--- config.mk ---
export PLATFORM = sky130hd
export DESIGN_NAME = port_event_unit
export DESIGN_NICKNAME = d
export VERILOG_FILES = /design/src/core/port_event_pkg.sv /design/src/core/port_event_unit.sv
export SDC_FILE = /design/constraint.sdc
export NUM_CORES = 1
export LEC_CHECK = 0
export ABC_AREA = 1
export BUFFER_PORTS_ARGS = -buffer_cell sky130_fd_sc_hd__buf_2
export CAP_MARGIN = 10
export CORE_MARGIN = 3
export CORE_UTILIZATION = 54
export CTS_BUF_LIST = sky130_fd_sc_hd__clkbuf_8
export CTS_CLUSTER_DIAMETER = 100
export CTS_CLUSTER_SIZE = 24
export DETAILED_ROUTE_END_ITERATION = 7
export PLACE_DENSITY = 0.82
export SYNTH_ARGS = -nofsm -noshare
export SYNTH_HDL_FRONTEND = slang
export SYNTH_SLANG_ARGS = --single-unit
--- constraint.sdc ---
create_clock -name hclk -period 1.4 [get_ports hclk]
set_input_delay 0 -clock hclk [delete_from_list [all_inputs] [get_ports hclk]]
set_output_delay 0 -clock hclk [all_outputs]
set_load 0.03 [all_outputs]
--- src/core/port_event_pkg.sv ---
/*
 Shared constants and types for the port event unit: register offsets,
 reset values, edge mode encodings and the bus carrier structs.
 Assumes a single AHB-Lite slave with 32-bit data on one clock.
*/
package port_event_pkg;

   // ----------------------------------------
   // Register offsets (byte addresses)
   // ----------------------------------------
   localparam logic [7:0] OFS_MODE = 8'h00;
   localparam logic [7:0] OFS_STATUS = 8'h04;
   localparam logic [7:0] OFS_MASK = 8'h08;
   localparam logic [7:0] OFS_THRESH = 8'h0c;
   localparam logic [7:0] OFS_INDIS = 8'h10;
   localparam logic [7:0] OFS_SIO_OUT = 8'h14;
   localparam logic [7:0] OFS_SIO_REF = 8'h18;
   localparam logic [7:0] OFS_PINS = 8'h1c;

   // ----------------------------------------
   // Reset values
   // ----------------------------------------
   localparam logic [15:0] RST_MODE = 16'h0000;
   localparam logic [7:0] RST_MASK = 8'h00;
   localparam logic RST_THRESH = 1'b0;
   localparam logic [7:0] RST_INDIS = 8'h00;
   localparam logic [7:0] RST_SIO_OUT = 8'h00;
   localparam logic [7:0] RST_SIO_REF = 8'h00;

   // ----------------------------------------
   // Field layout and widths
   // ----------------------------------------
   localparam int PIN_COUNT = 8;
   localparam int MODE_W = 2;
   localparam int REF_W = 2;
   localparam int SYNC_STAGES = 3;

   // ----------------------------------------
   // Enumerations
   // ----------------------------------------
   typedef enum logic [1:0]
   {
      EDGE_NONE = 2'b00,
      EDGE_RISE = 2'b01,
      EDGE_FALL = 2'b10,
      EDGE_BOTH = 2'b11
   } edge_mode_t;

   typedef enum logic [1:0]
   {
      REF_HALF_IO = 2'b00,
      REF_04_IO = 2'b01,
      REF_HALF_VREF = 2'b10,
      REF_FULL_VREF = 2'b11
   } sio_ref_t;

   typedef enum logic [1:0]
   {
      DRIVE_ANALOG_HIZ = 2'b00,
      DRIVE_DIGITAL_HIZ = 2'b01,
      DRIVE_PULL_UP = 2'b10,
      DRIVE_PULL_DOWN = 2'b11
   } drive_mode_t;

   localparam logic [1:0] HTRANS_NONSEQ = 2'b10;

   // ----------------------------------------
   // Bus carrier structs
   // ----------------------------------------
   typedef struct packed
   {
      logic hsel;
      logic [31:0] haddr;
      logic [1:0] htrans;
      logic hwrite;
      logic [2:0] hsize;
      logic hready;
   } ahb_req_t;

   typedef struct packed
   {
      logic valid;
      logic write;
      logic [7:0] addr;
   } ahb_phase_t;

endpackage

--- src/core/port_event_unit.sv ---
/*
 Port event unit for one eight-pin port: edge detection, sticky status,
 interrupt, input buffer and special pin configuration, AHB-Lite slave.
 Assumes pins are asynchronous to hclk and that the interrupt controller
 samples irq as a level; no wait states are ever inserted.
*/
// Our own choices: the register addresses and the AHB-Lite register port.
`timescale 1ns/1ps
// What this block does
// - Eight port pins feed one event unit driving its own interrupt line.
// - Every pin picks rising, falling, both edges or none, independently.
// - A matching edge sets that pin's status bit and raises the interrupt unless that pin's mask bit is set.
// - Own interrupt line and per-pin status register name the source pin.
// - Detection is sampled on hclk through the three-stage pin synchronisers, so edges are seen only while hclk runs.
// - Only edges are detected; no level-sensitive mode exists.
// - One port-wide threshold select, standard by default, low-voltage TTL otherwise.
// - Each pin input buffer can be disabled regardless of drive mode.
// - Each special pin selects supply-level or regulated high output.
// - Regulated special pins cannot use resistive pull-up or pull-down.
// - Special pins paired; each pair gets one four-way threshold reference field, only stored and read back, driving no output.
module port_event_unit
   import port_event_pkg::*;
#(
   parameter int PINS = PIN_COUNT
)
(
   input wire logic hclk,
   input wire logic hresetn,
   input wire logic hsel,
   input wire logic [31:0] haddr,
   input wire logic [1:0] htrans,
   input wire logic hwrite,
   input wire logic [2:0] hsize,
   input wire logic [31:0] hwdata,
   input wire logic hready,
   output logic [31:0] hrdata,
   output logic hreadyout,
   output logic hresp,
   input wire logic [PINS-1:0] pin_in,
   input wire logic [2*PINS-1:0] pin_drive_mode,
   output logic irq,
   output logic low_voltage_ttl_threshold,
   output logic [PINS-1:0] input_buffer_disable,
   output logic [PINS-1:0] special_io_pin_regulated,
   output logic [PINS-1:0] pull_block,
   output logic [PINS-1:0] pin_event
);

   // ----------------------------------------
   // Registers
   // ----------------------------------------
   logic [2*PINS-1:0] mode_q;
   logic [PINS-1:0] status_q;
   logic [PINS-1:0] status_d;
   logic [PINS-1:0] mask_q;
   logic thresh_q;
   logic [PINS-1:0] indis_q;
   logic [PINS-1:0] sio_out_q;
   logic [PINS-1:0] sio_ref_q;
   logic [SYNC_STAGES-1:0] sync_q [PINS];
   logic [PINS-1:0] level_q;
   logic [PINS-1:0] hit_d;
   ahb_phase_t phase_q;
   ahb_req_t req;
   logic wr_en;
   logic rd_status;

   assign req = '{hsel: hsel, haddr: haddr, htrans: htrans, hwrite: hwrite, hsize: hsize, hready: hready};

   // ----------------------------------------
   // Bus address phase
   // ----------------------------------------
   always_ff @(posedge hclk or negedge hresetn)
   begin
      if (!hresetn)
      begin
         phase_q <= '0;
      end
      else if (req.hready)
      begin
         phase_q.valid <= req.hsel && (req.htrans == HTRANS_NONSEQ);
         phase_q.write <= req.hwrite;
         phase_q.addr <= req.haddr[7:0];
      end
   end

   assign wr_en = phase_q.valid && phase_q.write;
   assign rd_status = req.hsel && req.hready && (req.htrans == HTRANS_NONSEQ) && !req.hwrite
                      && (req.haddr[7:0] == OFS_STATUS);

   always_ff @(posedge hclk or negedge hresetn)
   begin
      if (!hresetn)
      begin
         hreadyout <= 1'b1;
         hresp <= 1'b0;
      end
      else
      begin
         hreadyout <= 1'b1;
         hresp <= 1'b0;
      end
   end

   // ----------------------------------------
   // Read data
   // ----------------------------------------
   always_ff @(posedge hclk or negedge hresetn)
   begin
      if (!hresetn)
      begin
         hrdata <= '0;
      end
      else if (req.hsel && req.hready && (req.htrans == HTRANS_NONSEQ) && !req.hwrite)
      begin
         unique case (req.haddr[7:0])
            OFS_MODE: hrdata <= 32'(mode_q);
            OFS_STATUS: hrdata <= 32'(status_q);
            OFS_MASK: hrdata <= 32'(mask_q);
            OFS_THRESH: hrdata <= 32'(thresh_q);
            OFS_INDIS: hrdata <= 32'(indis_q);
            OFS_SIO_OUT: hrdata <= 32'(sio_out_q);
            OFS_SIO_REF: hrdata <= 32'(sio_ref_q);
            OFS_PINS: hrdata <= 32'(level_q);
            default: hrdata <= 32'h0000_0000;
         endcase
      end
   end

   // ----------------------------------------
   // Configuration writes
   // ----------------------------------------
   always_ff @(posedge hclk or negedge hresetn)
   begin
      if (!hresetn)
      begin
         mode_q <= RST_MODE;
         mask_q <= RST_MASK;
         thresh_q <= RST_THRESH;
         indis_q <= RST_INDIS;
         sio_out_q <= RST_SIO_OUT;
         sio_ref_q <= RST_SIO_REF;
      end
      else if (wr_en)
      begin
         unique case (phase_q.addr)
            OFS_MODE: mode_q <= hwdata[2*PINS-1:0];
            OFS_MASK: mask_q <= hwdata[PINS-1:0];
            OFS_THRESH: thresh_q <= hwdata[0];
            OFS_INDIS: indis_q <= hwdata[PINS-1:0];
            OFS_SIO_OUT: sio_out_q <= hwdata[PINS-1:0];
            OFS_SIO_REF: sio_ref_q <= hwdata[PINS-1:0];
            default: ;
         endcase
      end
   end

   // ----------------------------------------
   // Pin synchronisers and edge detect
   // ----------------------------------------
   always_ff @(posedge hclk or negedge hresetn)
   begin
      if (!hresetn)
      begin
         for (int i = 0; i < PINS; i++)
         begin
            sync_q[i] <= '0;
         end
         level_q <= '0;
      end
      else
      begin
         for (int i = 0; i < PINS; i++)
         begin
            sync_q[i] <= {sync_q[i][SYNC_STAGES-2:0], pin_in[i]};
            if (sync_q[i][1] == sync_q[i][2])
            begin
               level_q[i] <= sync_q[i][2];
            end
         end
      end
   end

   always_comb
   begin
      hit_d = '0;
      for (int i = 0; i < PINS; i++)
      begin
         if (sync_q[i][1] == sync_q[i][2] && sync_q[i][2] != level_q[i] && !indis_q[i])
         begin
            unique case (edge_mode_t'(mode_q[2*i +: MODE_W]))
               EDGE_NONE: hit_d[i] = 1'b0;
               EDGE_RISE: hit_d[i] = sync_q[i][2];
               EDGE_FALL: hit_d[i] = !sync_q[i][2];
               EDGE_BOTH: hit_d[i] = 1'b1;
            endcase
         end
      end
   end

   // ----------------------------------------
   // Sticky status and interrupt
   // ----------------------------------------
   always_comb
   begin
      status_d = rd_status ? '0 : status_q;
      status_d = status_d | hit_d;
   end

   always_ff @(posedge hclk or negedge hresetn)
   begin
      if (!hresetn)
      begin
         status_q <= '0;
         pin_event <= '0;
      end
      else
      begin
         status_q <= status_d;
         pin_event <= hit_d;
      end
   end

   always_ff @(posedge hclk or negedge hresetn)
   begin
      if (!hresetn)
      begin
         irq <= 1'b0;
      end
      else
      begin
         irq <= |(status_d & ~mask_q);
      end
   end

   // ----------------------------------------
   // Pad control outputs
   // ----------------------------------------
   always_ff @(posedge hclk or negedge hresetn)
   begin
      if (!hresetn)
      begin
         low_voltage_ttl_threshold <= 1'b0;
         input_buffer_disable <= '0;
         special_io_pin_regulated <= '0;
         pull_block <= '0;
      end
      else
      begin
         low_voltage_ttl_threshold <= thresh_q;
         input_buffer_disable <= indis_q;
         special_io_pin_regulated <= sio_out_q;
         for (int i = 0; i < PINS; i++)
         begin
            pull_block[i] <= sio_out_q[i] && pin_drive_mode[2*i+1];
         end
      end
   end

   // ----------------------------------------
   // Assertions
   // ----------------------------------------
   property p_status_set;
      @(posedge hclk) disable iff (!hresetn)
      |hit_d |=> ((status_q & $past(hit_d)) == $past(hit_d));
   endproperty
   a_status_set: assert property (p_status_set) else $error("event lost");

   property p_status_hold;
      @(posedge hclk) disable iff (!hresetn)
      (!rd_status && hit_d == '0) |=> (status_q == $past(status_q));
   endproperty
   a_status_hold: assert property (p_status_hold) else $error("status changed");

   property p_read_clears;
      @(posedge hclk) disable iff (!hresetn)
      (rd_status && hit_d == '0) |=> (status_q == '0);
   endproperty
   a_read_clears: assert property (p_read_clears) else $error("read no clear");

   property p_irq;
      @(posedge hclk) disable iff (!hresetn)
      ##1 (irq == |($past(status_d) & ~$past(mask_q)));
   endproperty
   a_irq: assert property (p_irq) else $error("irq wrong");

   property p_none_mode;
      @(posedge hclk) disable iff (!hresetn)
      (mode_q[1:0] == EDGE_NONE) |-> !hit_d[0];
   endproperty
   a_none_mode: assert property (p_none_mode) else $error("none fired");

   property p_edge_only;
      @(posedge hclk) disable iff (!hresetn)
      hit_d[0] |=> !hit_d[0];
   endproperty
   a_edge_only: assert property (p_edge_only) else $error("level fired");

   property p_indis;
      @(posedge hclk) disable iff (!hresetn)
      indis_q[0] |-> !hit_d[0];
   endproperty
   a_indis: assert property (p_indis) else $error("disabled fired");

   property p_pull_block;
      @(posedge hclk) disable iff (!hresetn)
      (sio_out_q[0] && pin_drive_mode[1]) |=> pull_block[0];
   endproperty
   a_pull_block: assert property (p_pull_block) else $error("pull allowed");

   property p_thresh;
      @(posedge hclk) disable iff (!hresetn)
      $changed(thresh_q) |=> (low_voltage_ttl_threshold == $past(thresh_q));
   endproperty
   a_thresh: assert property (p_thresh) else $error("threshold lag");

   property p_read_data;
      @(posedge hclk) disable iff (!hresetn)
      rd_status |=> (hrdata == 32'($past(status_q)));
   endproperty
   a_read_data: assert property (p_read_data) else $error("status read lost");

   property p_rise_level;
      @(posedge hclk) disable iff (!hresetn)
      (mode_q[3:2] == EDGE_RISE && hit_d[1]) |-> sync_q[1][2];
   endproperty
   a_rise_level: assert property (p_rise_level) else $error("rise on fall");

   property p_fall_level;
      @(posedge hclk) disable iff (!hresetn)
      (mode_q[5:4] == EDGE_FALL && hit_d[2]) |-> !sync_q[2][2];
   endproperty
   a_fall_level: assert property (p_fall_level) else $error("fall on rise");

   property p_sio_level;
      @(posedge hclk) disable iff (!hresetn)
      $changed(sio_out_q) |=> (special_io_pin_regulated == $past(sio_out_q));
   endproperty
   a_sio_level: assert property (p_sio_level) else $error("output level lag");

   property p_ref_write;
      @(posedge hclk) disable iff (!hresetn)
      (wr_en && phase_q.addr == OFS_SIO_REF) |=> (sio_ref_q == $past(hwdata[PINS-1:0]));
   endproperty
   a_ref_write: assert property (p_ref_write) else $error("reference not taken");

endmodule

; ---- Word-level counts from Yosys, hierarchy flattened
; Index checks and enable logic that the tools add are counted.
[word_totals]
regBits = 165
out_inout_bits = 68
[op_classes]
n_eq_ne = 53
muxes = 18
bitwise = 3
n_reduce_logical = 64
[op_table]
columns = operator, n
row1 = 16-bit one-hot mux with 8 select lines, 1
row2 = 8-bit by 5-bit == test with 1-bit output (second input constant), 7
row3 = 2-bit == test (second input constant), 17
row4 = 8-bit by 4-bit == test with 1-bit output (second input constant), 4
row5 = 1-bit one-hot mux with 4 select lines, 8
row6 = 1-bit logical AND, 30
row7 = 1-bit zero test, 17
row8 = 2-bit by 1-bit == test with 1-bit output (second input constant), 8
row9 = 2-bit zero test, 8
row10 = 8-bit zero test, 2
row11 = 2-bit AND reduction, 6
row12 = 8-bit AND, 1
row13 = 1-bit == test, 8
row14 = 8-bit by 3-bit == test with 1-bit output (second input constant), 1
row15 = 1-bit two-way mux, 8
row16 = 8-bit two-way mux, 1
row17 = 1-bit != test, 8
row18 = 8-bit inverter, 1
row19 = 8-bit bitwise OR, 1
row20 = 8-bit OR reduction, 1

; ---- Depth between registers and ports, before layout
[depth]
depth_word = 8
ltp_mapped = 11

; ---- Least setup slack after synthesis
; Ideal clock, no wire load.
[synth_timing]
kind = register to register
from = reg phase_q[1] in the netlist's numbering
to = reg sio_ref_q[6]
setup_ns = 0.122
arrival_time_ns = 1.172
slack_ns = 0.106
path_stages_with_launch = 8
path_buffers = 1
synth_period_minus_slack_ns = 1.294
path_cell_list = dfrtp_1 nor2_1 nand2_1 nor2_1 nand4_2 buf_2 nand2_1 o21ai_1
[synth_via]
elab_chain_cells = 2
[synth_lines]
columns = item, line
row1 = from (decl), port_event_unit.sv:63  ; ahb_phase_t phase_q;
row2 = 8-bit by 5-bit == test with 1-bit output, port_event_unit.sv:146  ; unique case (phase_q.addr)
row3 = 2-bit AND reduction (no source line), --
row4 = to (signal assigned), port_event_unit.sv:152  ; OFS_SIO_REF: sio_ref_q <= hwdata[PINS-1:0];
row5 = to (decl), port_event_unit.sv:59  ; logic [PINS-1:0] sio_ref_q;
; No other way between the ends.
; A chain may end at the register's enable or synchronous reset.

; ---- Worst setup path in the final report
[layout_timing]
from = reg phase_q[7] in the netlist's numbering
to = reg mode_q[15]
[layout_via]
elab_chain_cells = 2
[layout_lines]
columns = item, line
row1 = 8-bit zero test, port_event_unit.sv:146
row2 = 2-bit AND reduction (no source line), --
row3 = to (signal assigned), port_event_unit.sv:147  ; OFS_MODE: mode_q <= hwdata[2*PINS-1:0];
row4 = to (decl), port_event_unit.sv:52  ; logic [2*PINS-1:0] mode_q;
; No other way between the ends.

==> metrics.md <==
| Metric | Value |
|---|---|
| Ant. Diodes | `0` |
| Synth warn | `0` |
| Area contributors post-synth | `dfrtp_1 62%, nand2_1 12%, o21ai_0 5.6%` |
| Power share of the sequential group | `between 50% and 60%` |
| Core footprint | `roughly 0.011 sq mm` |
| Placed Area | `0.006788 sq mm` |
| CTS Buf Count | `17` |
| I/O pin total | `166` |
| Fin. Hold Viols | `0` |
| Vias in the first global route | `between 5000 and 6000` |
| Gp weighted congestion | `roughly 0.90` |
| Clock tree buffer depth | `2` |
| Die X | `111.4 microns` |
| Detail Placement HPWL | `between 9 and 10 mm` |
| Post-synthesis sequential area ratio | `62.15%` |
| Largest net degree at the start of global routing | `47` |
| Failing checks | `negative setup slack` |
| Layout overhead on the synthesized area | `30.47%` |
| Slew Viols, Final | `0` |
| 1st-iter DRT viols | `516` |
| Int Power | `7055 uW` |
| Gate power share | `10.7%` |
| Global-route wire length before repair | `about 25 mm` |
| Nets | `935` |
| Final worst-path setup slack | `-0.02275 ns` |
| Post-route ant nets | `0` |
| Capturing element type of the critical path | `flop` |
| FF-to-FF End | `mode_q[15]` |
| Dominant cell by count in the synthesized netlist | `nand2_1` |
| Clock Latency Late Sink | `0.44 ns` |
| Clock Power Share | `39.0%` |
| P_sw | `between 2000 and 2500 uW` |
| First-pass detailed-route iteration total | `5` |
| Top post-synthesis cells by count | `198 x nand2_1, 149 x dfrtp_1, 67 x o21ai_0, 66 x inv_1, 59 x nor2_1` |
| Die area | `around 0.012 sq mm` |
| Distinct cells, synth | `27` |
| Rows | `37` |
| CTS tree | `built` |
| Root Driver | `clkbuf_8` |
| Setup tns final | `-0.1108 ns` |
| Sw frac | `24.94%` |
| Crit Path Max Fanout | `32` |
| Main flop type after synthesis | `dfrtp_1` |
| Setup crit start kind | `flop` |
| GR Overflow Total | `0` |
| Power Density | `1201 mW/mm^2` |
| Yosys top cell area share | `between 60 and 70%` |
| Initial core utilization | `56.84%` |
| Final Skew | `0.01246 ns` |
| Max-cap violations | `0` |
| Reg area | `0.003729 sq mm` |
| Maximum VDD drop | `0.0006768 V` |
| Async SR Flop Fraction | `100.0%` |
| R2R Setup Slk | `-0.02 ns` |
| FMAX | `702.9 MHz` |
| Min-delay worst type | `input pin to async pin` |
| Path depth of the worst reg2reg path | `6` |
| Initial antenna violation count | `0` |
| Minimum clock period | `roughly 1.4 ns` |
| Reg2reg start | `phase_q[7]` |
| Fillers | `693` |
| CTS H-Tree Depth | `4` |
| DR WL/cell | `15.11 microns` |
| Sink Count | `149` |
| Hold WS | `0.05706 ns` |
| I/O Buffers | `96` |
| CP Class | `flop to flop` |
| Number of remaining DRC errors | `0` |
| Worst Path Required | `between 1.5 and 2 ns` |
| Die height | `111.4 microns` |
| RSZ-0062 raised after global routing | `yes` |
| Routed WL | `14.87 mm` |
| Clock slew at reported path FFs | `around 0.080 ns` |
| Vias/cell | `5.144` |
| Worst EP arrival | `between 1.5 and 2 ns` |
| Overall routing resource usage | `24.89%` |
| Final Cell Area | `0.007828 sq mm` |
| Multi-input logic area | `about 0.0019 sq mm` |
| Cells after Synth | `656` |
| Status | `complete, but fails checks` |
| Share of layout cells above drive strength 1 | `23.11%` |
| #FFs+latches synth | `149` |
| Final worst path period share | `101.6%` |
| Leakage | `roughly 0.0043 uW` |
| Mean post-synth cell area | `9.146 sq um` |
| Vias | `5062` |
| Post-synth top area cell | `dfrtp_1` |
| Setup violators final | `9` |
| Synth Cell Area | `0.006000 sq mm` |
| EDFF count, synth | `0` |
[final cells by class]
| cell class | count | share of cell area (%) |
|---|---|---|
| Clock buffer | 18 | 3.165 |
| Clock inverter | 12 | 2.414 |
| Inverter | 68 | 3.261 |
| Multi-Input combinational cell | 425 | 24.78 |
| Sequential cell | 149 | 47.63 |
| Tap cell | 136 | 2.174 |
| Timing Repair Buffer | 176 | 16.58 |
[cell families after synthesis]
kind of cell	share of synthesized area (%)
other	0.1252
flip-flops	62.15
AND/OR/NAND/NOR	23.42
AO/OA/AOI/OAI	6.861
buffers and inverters	7.445
[layout by cell type, fill, tap and decap left out]
| cell | instances |
|---|---|
| bufinv_16 | 5 |
| nand2_2 | 20 |
| inv_2 | 1 |
| o21a_1 | 1 |
| a21oi_1 | 9 |
| clkinv_2 | 2 |
| dlygate4sd3_1 | 51 |
| buf_4 | 21 |
| clkbuf_8 | 18 |
| clkinv_4 | 2 |
| and3_1 | 1 |
| o21ai_0 | 61 |
| nand2_1 | 195 |
| buf_6 | 3 |
| nand3_2 | 1 |
| nand2_4 | 2 |
| nand4_1 | 8 |
| nor2_1 | 49 |
| conb_1 | 18 |
| clkinv_1 | 1 |
| or2_4 | 1 |
| nor2_8 | 1 |
| nand2_8 | 1 |
| nor2_4 | 3 |
| nand4_2 | 1 |
| o21ai_2 | 1 |
| nor2_2 | 12 |
| buf_12 | 6 |
| inv_1 | 69 |
| buf_2 | 95 |
| nand3_1 | 29 |
| nand3b_1 | 2 |
| o21ai_1 | 9 |
| dfrtp_1 | 149 |
[power by group through the flow]
| stage | Sequential [uW] | Clock, uW | Combinational, uW |
|---|---|---|---|
| 2_1_floorplan | 4900 | 0 | 401 |
| 3_3_place_gp | 4790 | 0 | 831 |
| 3_5_place_dp | 4800 | 0 | 863 |
| 4_1_cts | 4720 | 3710 | 984 |
| 5_1_grt | 4760 | 3910 | 1110 |
| 6_report | 4730 | 3670 | 1000 |
[worst max-delay path by stage]
stage	start	endpoint	cells after the start
4_1_cts	phase_q[7]	indis_q[0]	7
3_5_place_dp	phase_q[7]	indis_q[3]	7
6_report	phase_q[7]	mode_q[15]	6
3_3_place_gp	phase_q[7]	indis_q[3]	7
2_1_floorplan	phase_q[1]	sio_ref_q[6]	7
5_1_grt	phase_q[7]	sio_ref_q[3]	7
[flip-flops by register name, indices dropped and copies added, names as in the netlist]
| signal | cells |
|---|---|
| sio_out_q | 8 |
| low_voltage_ttl_threshold | 1 |
| pin_event | 8 |
| phase_q | 10 |
| mask_q | 8 |
| indis_q | 8 |
| sync_q | 24 |
| hrdata | 16 |
| sio_ref_q | 8 |
| special_io_pin_regulated | 8 |
| pull_block | 8 |
| irq | 1 |
| thresh_q | 1 |
| status_q | 8 |
| input_buffer_disable | 8 |
| level_q | 8 |
| mode_q | 16 |
[through the flow]
step                std cells  total power [uW]  utilization (%)  worst slack, ns
global route              984              9781            74.16         -0.06859
finish                    984              9398            74.16         -0.02275
CTS                       982              9413            73.49        0.0009971
global placement          899              5622            64.31          0.02381
floorplan                 672              5301                -           0.1056
detailed placement        899              5665            64.31         -0.02078
[routing by layer]
layer | track usage, % | share of wire (%) | wire length, microns | vias to the layer above
met4 | 9.408 | 1.8 | 264 | 0
li1 | - | - | - | 2371
met2 | 39.93 | 48 | 7088 | 266
met3 | 5.978 | 8.4 | 1249 | 28
met5 | 0 | 0 | 0 | -
met1 | 33.26 | 42 | 6270 | 2397
[worst max-delay path, cell delays in order (launching register included)]
cell	delay, ns
dfrtp_1	0.40
nor2_2	0.16
nand3_1	0.13
nand3b_1	0.23
buf_12	0.20
nor2_2	0.11
a21oi_1	0.05
[repair_timing]
action	CTS	global route
endpoints found under the setup margin	7	47
gates resized for setup	3	23
pin swaps	0	6
hold endpoints to repair	224	0
buffers inserted	2	2
hold buffers	51	0
No activity file was read; power rests on OpenSTA's default activity.
